$ cat src/hw/bpsc_pkg.sv
`default_nettype none
package bpsc_pkg;
  // Light-load cycles needed before PFM entry
  localparam int unsigned LIGHT_CYCLES = 32;
  localparam int unsigned LIGHT_CNT_W = 6;
  localparam logic [LIGHT_CNT_W-1:0] LIGHT_CNT_MAX = 6'h20;
  localparam logic [LIGHT_CNT_W-1:0] LIGHT_CNT_RST = 6'h00;
  // Oscillator clock per PWM cycle, clock 40 MHz, PWM tick rate set by divider
  localparam int unsigned CLK_MHZ = 40;
  localparam int unsigned PWM_KHZ = 3000;
  localparam int unsigned TICK_DIV = (CLK_MHZ * 1000 + PWM_KHZ - 1) / PWM_KHZ;
  localparam int unsigned TICK_W = 4;
  localparam logic [TICK_W-1:0] TICK_LAST = 4'(TICK_DIV - 1);
  localparam logic [TICK_W-1:0] TICK_RST = 4'h0;
  // Soft-start current limit steps in mA
  localparam int unsigned ILIM_STEP0_MA = 200;
  localparam int unsigned ILIM_STEP1_MA = 400;
  localparam int unsigned ILIM_STEP2_MA = 600;
  localparam int unsigned ILIM_FULL_MA = 1220;
  // Soft-start step codes on the limit select output
  localparam logic [1:0] ILIM_SEL_200 = 2'h0;
  localparam logic [1:0] ILIM_SEL_400 = 2'h1;
  localparam logic [1:0] ILIM_SEL_600 = 2'h2;
  localparam logic [1:0] ILIM_SEL_FULL = 2'h3;
  // PWM cycles spent at each soft-start step
  localparam int unsigned SS_STEP_CYCLES = 16;
  localparam int unsigned SS_CNT_W = 5;
  localparam logic [SS_CNT_W-1:0] SS_CNT_LAST = 5'(SS_STEP_CYCLES - 1);
  localparam logic [SS_CNT_W-1:0] SS_CNT_RST = 5'h00;
  // Pass device ratings, mA
  localparam int unsigned SMALL_PASS_MA = 50;
  localparam int unsigned LARGE_PASS_MA = 350;

  typedef enum logic [2:0] {
    BPSC_OFF = 3'b000,
    BPSC_PWM_HS = 3'b001,
    BPSC_PWM_LS = 3'b011,
    BPSC_LIMIT = 3'b010,
    BPSC_PFM_HS = 3'b110,
    BPSC_PFM_LS = 3'b111,
    BPSC_PFM_PARK = 3'b101,
    BPSC_SLEEP = 3'b100
  } bpsc_state_t;
endpackage
`default_nettype wire

$ cat src/hw/bpsc_cmp_if.sv
`timescale 1ns/100ps
`default_nettype none
interface bpsc_cmp_if;
  logic tick;
  logic cycle_start;
  logic light_cycle;
  logic pfm_ok;
  modport timer (output tick, input cycle_start, input light_cycle, output pfm_ok);
  modport core (input tick, output cycle_start, output light_cycle, input pfm_ok);
endinterface
`default_nettype wire

$ cat src/hw/bpsc_tick_gen.sv
`timescale 1ns/100ps
`default_nettype none
module bpsc_tick_gen
  import bpsc_pkg::*;
(
  input wire logic clock_i,
  input wire logic rst_i,
  input wire logic run_i,
  bpsc_cmp_if.timer cmp
);
  logic [TICK_W-1:0] div_q;
  logic [TICK_W-1:0] div_d;
  logic [LIGHT_CNT_W-1:0] light_q;
  logic [LIGHT_CNT_W-1:0] light_d;
  logic div_wrap;
  logic light_full;

  assign div_wrap = (div_q == TICK_LAST);
  assign div_d = (!run_i || div_wrap) ? TICK_RST : div_q + 4'h1;
  assign cmp.tick = run_i && div_wrap;
  assign light_full = (light_q == LIGHT_CNT_MAX);
  // Any heavy cycle restarts the count
  assign light_d = !run_i ? LIGHT_CNT_RST :
                   !cmp.cycle_start ? light_q :
                   !cmp.light_cycle ? LIGHT_CNT_RST :
                   light_full ? light_q : light_q + 6'h01;
  assign cmp.pfm_ok = light_full;

  always_ff @(posedge clock_i) begin
    if (rst_i) begin
      div_q <= TICK_RST;
      light_q <= LIGHT_CNT_RST;
    end else begin
      div_q <= div_d;
      light_q <= light_d;
    end
  end
endmodule
`default_nettype wire

$ cat src/hw/bpsc_soft_start.sv
`timescale 1ns/100ps
`default_nettype none
module bpsc_soft_start
  import bpsc_pkg::*;
(
  input wire logic clock_i,
  input wire logic rst_i,
  input wire logic enable_i,
  input wire logic supply_ok_i,
  input wire logic step_i,
  output logic [1:0] ilim_sel_o
);
  logic en_prev_q;
  logic [1:0] sel_q;
  logic [1:0] sel_d;
  logic [SS_CNT_W-1:0] cnt_q;
  logic [SS_CNT_W-1:0] cnt_d;
  logic start;
  logic advance;

  // Only a rising enable with supply above start level restarts the ramp
  assign start = enable_i && !en_prev_q && supply_ok_i;
  assign advance = step_i && (cnt_q == SS_CNT_LAST) && (sel_q != ILIM_SEL_FULL);
  assign cnt_d = start ? SS_CNT_RST :
                 !step_i ? cnt_q :
                 (cnt_q == SS_CNT_LAST) ? SS_CNT_RST : cnt_q + 5'h01;
  assign sel_d = start ? ILIM_SEL_200 : advance ? sel_q + 2'h1 : sel_q;
  assign ilim_sel_o = sel_q;

  always_ff @(posedge clock_i) begin
    if (rst_i) begin
      en_prev_q <= 1'b0;
      sel_q <= ILIM_SEL_FULL;
      cnt_q <= SS_CNT_RST;
    end else begin
      en_prev_q <= enable_i;
      sel_q <= sel_d;
      cnt_q <= cnt_d;
    end
  end
endmodule
`default_nettype wire

$ cat src/hw/bpsc_switch_ctrl.sv
`timescale 1ns/100ps
`default_nettype none
// Contract
// PWM turns high side on each tick
// Duty or current-limit trip ends high side
// Low side after high; tick ends it
// Low side rectifies in PWM off time
// Current-limit trip ends that cycle's conduction
// Short holds low side until current low
// 32 light cycles move PWM into PFM
// PFM high side until high threshold or peak
// PFM low side until zero current, repeat
// At high threshold park current, then sleep
// Below low2 threshold return to PWM; BPSC_PFM_PARK ignores it and waits for zero current, then BPSC_SLEEP returns
// Each output own enable; all low shutdown
// Undervoltage lockout gates device operation
// Buck off: post-regulator on small pass
// Buck on: post-regulator on large pass
// Soft start ramps limit on enable rise
// Heavy cycle restarts light-load counter
module bpsc_switch_ctrl (
  input wire logic clock_i,
  input wire logic rst_i,
  input wire logic buck_enable_i,
  input wire logic post_reg_enable_i,
  input wire logic low_noise_reg_enable_i,
  input wire logic uvlo_start_i,
  input wire logic uvlo_stop_i,
  input wire logic supply_ss_ok_i,
  input wire logic duty_trip_i,
  input wire logic ilim_trip_i,
  input wire logic short_det_i,
  input wire logic il_low_i,
  input wire logic nfet_zero_i,
  input wire logic below_imode_i,
  input wire logic below_pfm_high_i,
  input wire logic light_load_peak_current_i,
  input wire logic below_pfm_low2_i,
  output logic hs_on_o,
  output logic ls_on_o,
  output logic pfm_mode_o,
  output logic sleep_o,
  output logic shutdown_o,
  output logic buck_on_o,
  output logic post_reg_on_o,
  output logic post_reg_large_o,
  output logic low_noise_reg_on_o,
  output logic [1:0] ilim_sel_o
);
  import bpsc_pkg::*;

  bpsc_state_t state_q;
  bpsc_state_t state_d;
  logic supply_ok_q;
  logic supply_ok_d;
  logic hs_q;
  logic ls_q;
  logic hs_d;
  logic ls_d;
  logic cyc_light_q;
  logic cyc_light_d;
  logic buck_on_request;
  logic run;
  logic pwm_end;
  logic light_now;
  logic tick;
  logic pfm_ok;
  logic in_pwm;

  bpsc_cmp_if cmp ();

  // Lockout with hysteresis between start and stop levels
  assign supply_ok_d = uvlo_stop_i ? 1'b0 : uvlo_start_i ? 1'b1 : supply_ok_q;
  assign buck_on_request = buck_enable_i && supply_ok_q;
  assign run = buck_on_request;
  assign pwm_end = duty_trip_i || ilim_trip_i;
  assign light_now = nfet_zero_i || below_imode_i;
  assign tick = cmp.tick;
  assign pfm_ok = cmp.pfm_ok;
  assign in_pwm = (state_q == BPSC_PWM_HS) || (state_q == BPSC_PWM_LS);
  // Outside PWM every clock clears the count, so a PFM visit cannot leave it full
  assign cmp.cycle_start = tick || !in_pwm;
  assign cmp.light_cycle = cyc_light_q && in_pwm;

  bpsc_tick_gen u_tick (
    .clock_i(clock_i),
    .rst_i(rst_i),
    .run_i(run),
    .cmp(cmp)
  );

  bpsc_soft_start u_ss (
    .clock_i(clock_i),
    .rst_i(rst_i),
    .enable_i(buck_enable_i),
    .supply_ok_i(supply_ss_ok_i),
    .step_i(tick),
    .ilim_sel_o(ilim_sel_o)
  );

  // Light flag collected over one PWM cycle, cleared at tick
  assign cyc_light_d = !run ? 1'b0 : tick ? 1'b0 : (cyc_light_q || light_now);

  always_comb begin
    state_d = state_q;
    unique case (state_q)
      BPSC_OFF: begin
        if (run) begin
          state_d = BPSC_PWM_HS;
        end
      end
      BPSC_PWM_HS: begin
        if (pwm_end) begin
          state_d = BPSC_PWM_LS;
        end
      end
      BPSC_PWM_LS: begin
        if (short_det_i) begin
          state_d = BPSC_LIMIT;
        end else if (tick && pfm_ok) begin
          state_d = BPSC_PFM_HS;
        end else if (tick) begin
          state_d = BPSC_PWM_HS;
        end
      end
      BPSC_LIMIT: begin
        if (il_low_i) begin
          state_d = BPSC_PWM_HS;
        end
      end
      BPSC_PFM_HS: begin
        if (below_pfm_low2_i) begin
          state_d = BPSC_PWM_HS;
        end else if (!below_pfm_high_i || light_load_peak_current_i) begin
          state_d = BPSC_PFM_LS;
        end
      end
      BPSC_PFM_LS: begin
        if (below_pfm_low2_i) begin
          state_d = BPSC_PWM_HS;
        end else if (nfet_zero_i && below_pfm_high_i) begin
          state_d = BPSC_PFM_HS;
        end else if (!below_pfm_high_i) begin
          state_d = BPSC_PFM_PARK;
        end
      end
      BPSC_PFM_PARK: begin
        if (nfet_zero_i) begin
          state_d = BPSC_SLEEP;
        end
      end
      BPSC_SLEEP: begin
        if (below_pfm_low2_i) begin
          state_d = BPSC_PWM_HS;
        end else if (below_pfm_high_i) begin
          state_d = BPSC_PFM_HS;
        end
      end
    endcase
    // Disable or lockout overrides everything
    if (!run) begin
      state_d = BPSC_OFF;
    end
  end

  // Registered gates; never both on, so no shoot-through
  assign hs_d = (state_d == BPSC_PWM_HS) || (state_d == BPSC_PFM_HS);
  assign ls_d = (state_d == BPSC_PWM_LS) || (state_d == BPSC_LIMIT) ||
                (state_d == BPSC_PFM_LS) || (state_d == BPSC_PFM_PARK);

  always_ff @(posedge clock_i) begin
    if (rst_i) begin
      state_q <= BPSC_OFF;
      supply_ok_q <= 1'b0;
      hs_q <= 1'b0;
      ls_q <= 1'b0;
      cyc_light_q <= 1'b0;
    end else begin
      state_q <= state_d;
      supply_ok_q <= supply_ok_d;
      hs_q <= hs_d;
      ls_q <= ls_d;
      cyc_light_q <= cyc_light_d;
    end
  end

  assign hs_on_o = hs_q;
  assign ls_on_o = ls_q;
  assign pfm_mode_o = state_q[2];
  assign sleep_o = (state_q == BPSC_SLEEP);
  assign buck_on_o = buck_on_request;
  assign post_reg_on_o = post_reg_enable_i && supply_ok_q;
  assign post_reg_large_o = post_reg_on_o && buck_on_request;
  assign low_noise_reg_on_o = low_noise_reg_enable_i && supply_ok_q;
  assign shutdown_o = !(buck_enable_i || post_reg_enable_i || low_noise_reg_enable_i);
endmodule
`default_nettype wire

$ cat config.mk
export PLATFORM = sky130hd
export DESIGN_NAME = bpsc_switch_ctrl
export DESIGN_NICKNAME = d
export VERILOG_FILES = /design/src/hw/bpsc_pkg.sv /design/src/hw/bpsc_cmp_if.sv /design/src/hw/bpsc_tick_gen.sv /design/src/hw/bpsc_soft_start.sv /design/src/hw/bpsc_switch_ctrl.sv
export SDC_FILE = /design/constraint.sdc
export NUM_CORES = 1
export LEC_CHECK = 0
export BUFFER_PORTS_ARGS = -buffer_cell sky130_fd_sc_hd__buf_2
export CORE_MARGIN = 3
export CORE_UTILIZATION = 45
export CTS_CLUSTER_SIZE = 30
export DETAILED_ROUTE_END_ITERATION = 7
export PLACE_DENSITY_LB_ADDON = 0.15
export SYNTH_ARGS = -nofsm -noshare
export SYNTH_HDL_FRONTEND = slang
export SYNTH_SLANG_ARGS = --single-unit
$ cat constraint.sdc
create_clock -name clock_i -period 1.9 [get_ports clock_i]
set_input_delay 0.19 -clock clock_i [delete_from_list [all_inputs] [get_ports clock_i]]
set_output_delay 0.19 -clock clock_i [all_outputs]
set_load 0.005 [all_outputs]
# Yosys cells after proc, flatten, opt, wreduce, memory -nomap -nowiden
# Cells that the tools add are included.
[totals] register_bits=25 in_bits=17 output_inout_bits=11
[op_classes] n_eq_ne=18 n_bitwise=1 n_reduce_logical=38 n_mux=20 n_addsub=4
[ops] cell="$mux 3" n=14
[ops] cell="$pmux 3 s8" n=1
[ops] cell="$eq 3x3->1 const B" n=7
[ops] cell="$logic_or 1x1->1" n=13
[ops] cell="$eq 3x2->1 const B" n=4
[ops] cell="$logic_and 1x1->1" n=12
[ops] cell="$mux 6" n=2
[ops] cell="$reduce_or 2->1" n=4
[ops] cell="$add 6x1->6 const B" n=1
[ops] cell="$eq 3x1->1 const B" n=2
[ops] cell="$eq 6x6->1 const B" n=1
[ops] cell="$add 5x1->5 const B" n=1
[ops] cell="$eq 5x4->1 const B" n=1
[ops] cell="$logic_not 1->1" n=5
[ops] cell="$mux 5" n=1
[ops] cell="$add 4x1->4 const B" n=1
[ops] cell="$eq 4x4->1 const B" n=1
[ops] cell="$mux 2" n=2
[ops] cell="$ne 2x2->1 const B" n=2
[ops] cell="$logic_not 3->1" n=1
[ops] cell="$reduce_or 3->1" n=1
[ops] cell="$add 2x1->2 const B" n=1
[ops] cell="$reduce_and 2->1" n=1
[ops] cell="$reduce_bool 2->1" n=1
[ops] cell="$not 1->1" n=1

# Depth between registers and ports, before layout
[logic_depth] word_depth=11 ltp_mapped=7 ltp_nobuf=7

# By module
# From an unflattened synthesis, not the netlist that was laid out.
[hier_totals] cells_unflattened=161 area_unflattened_um2=1351.3
[modules_own_cells] mod="bpsc_tick_gen" cells_per_inst=65 area_each_um2=528.0 seq_area_each_um2=200.2 n_inst=1
[modules_own_cells] mod="bpsc_switch_ctrl" cells_per_inst=58 area_each_um2=456.7 seq_area_each_um2=140.1 n_inst=1
[modules_own_cells] mod="bpsc_soft_start" cells_per_inst=38 area_each_um2=366.6 seq_area_each_um2=160.2 n_inst=1

# Worst setup path after synthesis
# OpenSTA, ideal clock, no wires.
[synth_timing] path_type="register to register" from="reg u_tick.light_q[0]" to="reg hs_q, in the netlist hs_on_o" n_path_buf=0 period_less_slack_ns=1.716 stages_incl_launch_ff=8 slack_ns=0.184 arrival_time_ns=1.645 path_cell_list="dfxtp_1 -> inv_1 -> ha_1 -> nor4b_4 -> and2_4 -> a32oi_4 -> or4_1 -> mux2i_1"
[synth_via] elab_chain_len=8 word_cells_on_any_way=9
[synth_lines] item="start: declaration" line="bpsc_tick_gen.sv:13" rtl="logic [LIGHT_CNT_W-1:0] light_q;"
[synth_lines] item="start signal: assignment" line="bpsc_tick_gen.sv:35" rtl="light_q <= light_d;"
[synth_lines] item="$eq 6x6->1 (*)" line="bpsc_tick_gen.sv:21" rtl="assign light_full = (light_q == LIGHT_CNT_MAX);"
[synth_lines] item="$logic_and 1x1->1 (*)" line="bpsc_switch_ctrl.sv:120" rtl="end else if (tick && pfm_ok) begin"
[synth_lines] item="$mux 3 (*)" line="bpsc_switch_ctrl.sv:120"
[synth_lines] item="$mux 3 (*)" line="bpsc_switch_ctrl.sv:118" rtl="if (short_det_i) begin"
[synth_lines] item="$pmux 3 s8 (*)" line="bpsc_switch_ctrl.sv:106" rtl="unique case (state_q)"
[synth_lines] item="$mux 3 (*)" line="bpsc_switch_ctrl.sv:161" rtl="if (!run) begin"
[synth_lines] item="$eq 3x1->1 / $eq 3x3->1 (equally long branches)" line="bpsc_switch_ctrl.sv:167" rtl="assign hs_d = (state_d == BPSC_PWM_HS) || (state_d == BPSC_PFM_HS);"
[synth_lines] item="$logic_or 1x1->1 (*)" line="bpsc_switch_ctrl.sv:167"
[synth_lines] item="end signal: assignment" line="bpsc_switch_ctrl.sv:181" rtl="hs_q <= hs_d;"
[synth_lines] item="end: declaration" line="bpsc_switch_ctrl.sv:56" rtl="logic hs_q;"
# Every way passes the cells marked *; elsewhere a longest branch is shown, timed or not.
# A chain may end at the register's enable or synchronous reset.

# Worst setup path in the final report
[layout_timing] from="reg state_q[1]" to="reg hs_q, in the netlist hs_on_o"
[layout_via] elab_chain_len=7 word_cells_on_any_way=26
[layout_lines] item="start: declaration" line="bpsc_switch_ctrl.sv:52" rtl="bpsc_state_t state_q;"
[layout_lines] item="start signal: assignment" line="bpsc_switch_ctrl.sv:179" rtl="state_q <= state_d;"
[layout_lines] item="$mux 3 (on tied branches)" line="bpsc_switch_ctrl.sv:143, bpsc_switch_ctrl.sv:122"
[layout_lines] item="$mux 3 (on tied branches)" line="bpsc_switch_ctrl.sv:141, bpsc_switch_ctrl.sv:120"
[layout_lines] item="$mux 3 (on tied branches)" line="bpsc_switch_ctrl.sv:139, bpsc_switch_ctrl.sv:118"
[layout_lines] item="$pmux 3 s8 (*)" line="bpsc_switch_ctrl.sv:106"
[layout_lines] item="$mux 3 (*)" line="bpsc_switch_ctrl.sv:161"
[layout_lines] item="$eq 3x1->1 / $eq 3x3->1 (equally long branches)" line="bpsc_switch_ctrl.sv:167"
[layout_lines] item="$logic_or 1x1->1 (*)" line="bpsc_switch_ctrl.sv:167"
# Marked as above.

==> flow_metrics.env <==
export IMPL_overflow=0
export IMPL_place_gp_congestion=0.877
export IMPL_synth_area_leaders="dfxtp_1 (38%), ha_1 (5.6%), nor2_1 (5.4%)"
export IMPL_fin_ws_ns=0.113
export IMPL_synth_seq_area_share_pct=37.6
export IMPL_ys_flop_type="dfxtp_1"
export IMPL_status="finished, final reports clean"
export IMPL_num_vias=1205
export IMPL_htree_levels=1
export IMPL_cp_arrival_ns=2.04
export IMPL_path_max_fanout=7
export IMPL_cts_tree="yes"
export IMPL_antenna_found_initial=0
export IMPL_synth_nets=175
export IMPL_std_cell_rows=19
export IMPL_tns_ns=0
export IMPL_setup_viol=0
export IMPL_clock_latency_ns=0.31
export IMPL_hold_viol=0
export IMPL_via_per_inst=5.50
export IMPL_routedWlPerCell_um=12.6
export IMPL_async_reset_ff_share_pct=0
export IMPL_reg2reg_from="state_q[1]$_SDFF_PP0_"
export IMPL_drive_above_1_share_pct=30.9
export IMPL_netlist_cell_type_count=46
export IMPL_cap_violations=0
export IMPL_grt_use_total_pct=16.6
export IMPL_areaGrowthSynthToFinish_pct=19.3
export IMPL_grt_pass1_vias=1150
export IMPL_grt_max_degree=15
export IMPL_timing_hold_ws_ns=0.0205
export IMPL_drc_errors=0
export IMPL_nets=212
export IMPL_clock_sinks=25
export IMPL_drt_pass1_iterations=4
export IMPL_yosys_area_top_type="dfxtp_1"
export IMPL_grt_pass1_wl_mm=4.69
export IMPL_synth_area_sq_um=1330
export IMPL_die_h_um=60.4
export IMPL_p_total_uw=833
export IMPL_place_ws_ns=0.0570
export IMPL_syn_inst=152
export IMPL_core_area_sq_um=2780
export IMPL_port_buffers=27
export IMPL_clock_path_buffers=2
export IMPL_hold_depth=2
export IMPL_die_area_sq_um=3650
export IMPL_start_util_pct=47.9
export IMPL_powerDensity_nw_per_um2=524
export IMPL_ir_worst_vdd_uv=458
export IMPL_ant_nets=0
export IMPL_crit_required_ns=2.15
export IMPL_fin_skew_ns=0.00870
export IMPL_max_freq_mhz=560
export IMPL_hpwl_mm=2.23
export IMPL_min_to="supply_ok_q$_SDFFE_PP0P_"
export IMPL_r2r_end="hs_on_o$_SDFF_PP0_"
export IMPL_ff2ff_setup_slack_ns=0.11
export IMPL_cts_root_buf="clkbuf_4"
export IMPL_p_leak_nw=0.648
export IMPL_io_pins=28
export IMPL_finalCoreUtilization_pct=57.2
export IMPL_drtIter0Drc=52
export IMPL_layout_commonest_cell="buf_2"
export IMPL_avgSynthCellArea_sq_um=8.77
export IMPL_maxSlewViolCount=0
export IMPL_max_slew_worst_pin_slew_ns=0.731
export IMPL_diodes=0
export IMPL_die_x_um=60.4
export IMPL_cp_end_kind="register"
export IMPL_worstHoldPathType="in -> reg"
export IMPL_fin_crit_sh_pct=94.1
export IMPL_clk_pin_slew_ns=0.13
export IMPL_ff2ff_path_depth=5
export IMPL_crit_path_start_kind="register"
export IMPL_synth_top_area_share_pct=37.6
export IMPL_hp_start="uvlo_stop_i"
export IMPL_yosysWarningCount=0
export IMPL_synth_seq_cells=25
export IMPL_cts_buffers=3
export IMPL_synth_edff_count=0
export IMPL_criticalPathCategory="reg -> reg"
export IMPL_ctsHoldBuffers=0
export IMPL_drt_total_wl_mm=2.75
export IMPL_rsz0062_at_grt="false"
export IMPL_mostFrequentLayoutCells="buf_2 (27), dfxtp_1 (21), nor2_1 (19)"
export IMPL_maxSlewHeadroom_pct=50.7
export IMPL_fin_crit_ns=1.79
==> worst max-delay path, cell delays in order (launching register included) <==
cell      delay [ns]
dfxtp_2         0.38
nand2b_4        0.16
a21bo_1         0.20
o311a_1         0.38
or4_1           0.50
mux2i_1         0.12
==> synthesized netlist by cell type (all sizes together), types with 2 or more instances <==
master / instances
o21ai: 12
a21oi: 9
nor2: 20
nand3: 8
xor2: 2
nor3: 8
or3: 4
ha: 6
and2: 3
nor3b: 2
dfxtp: 25
nor2b: 3
buf: 2
nand2: 8
a21boi: 2
inv: 7
nand2b: 4
o311a: 2
xnor2: 3
and3: 2
mux2i: 2
==> metrics by stage <==
stage               instance area [sq um]  instances
floorplan                            1330        152
global placement                     1530        212
detailed placement                   1530        212
CTS                                  1550        216
global route                         1590        219
finish                               1590        219
==> per-layer routing <==
metal	part of all wire (%)	GRT usage, %	vias up
met5	0	0	-
met4	0.73	5.57	0
met3	5.9	2.98	2
met2	46	28.4	28
met1	47	21.1	551
li1	-	-	624
==> worst max path at each step <==
stage                                         from                        endpoint  slack, ns  depth (start not counted)
finish                       state_q[1]$_SDFF_PP0_              hs_on_o$_SDFF_PP0_       0.11                          5
global route        u_tick.light_q[1]$_SDFFE_PP0P_  u_tick.light_q[4]$_SDFFE_PP0P_      0.003                          8
CTS                 u_tick.light_q[0]$_SDFFE_PP0P_              hs_on_o$_SDFF_PP0_      0.001                          7
detailed placement  u_tick.light_q[0]$_SDFFE_PP0P_              hs_on_o$_SDFF_PP0_       0.06                          7
global placement    u_tick.light_q[0]$_SDFFE_PP0P_              hs_on_o$_SDFF_PP0_       0.12                          7
floorplan           u_tick.light_q[0]$_SDFFE_PP0P_              hs_on_o$_SDFF_PP0_       0.18                          7
==> flip-flops by register name, indices dropped and copies added, names as in the netlist <==
signal           count
u_tick.div_q         4
state_q              3
u_ss.cnt_q           5
hs_on_o              1
cyc_light_q          1
u_tick.light_q       6
u_ss.en_prev_q       1
supply_ok_q          1
ls_on_o              1
u_ss.ilim_sel_o      2
==> cell families after synthesis <==
family                     share of synthesized area [%]
and+or+nand+nor                                     29.7
xor gates and xnor gates                            3.29
adders and majority gates                           5.63
muxes                                               1.50
AOI/OAI and AO/OA                                   19.6
buffers and inverters                               2.72
DFF                                                 37.6
==> cell type report <==
type	count	area, sq um
Tap cell	31	38.8
Multi-Input combinational cell	118	805
Clock buffer	3	22.5
Inverter	7	26.3
Sequential cell	25	505
Clock inverter	1	5.00
Fill cell	269	1190
Timing Repair Buffer	34	188
==> repair_timing <==
item	in CTS	in global routing
endpoints found under the hold margin	0	0
buffers inserted	0	3
setup endpoints to repair	0	5
gates resized for setup	0	9
==> report_power, final <==
group	internal (mW)	leakage, nW	switching [mW]
Sequential	0.531	0.205	0.00610
Clock	0.0786	0.0177	0.155
Combinational	0.0296	0.426	0.0329
Total	0.639	0.648	0.193
(Power assumes the default switching activity.)
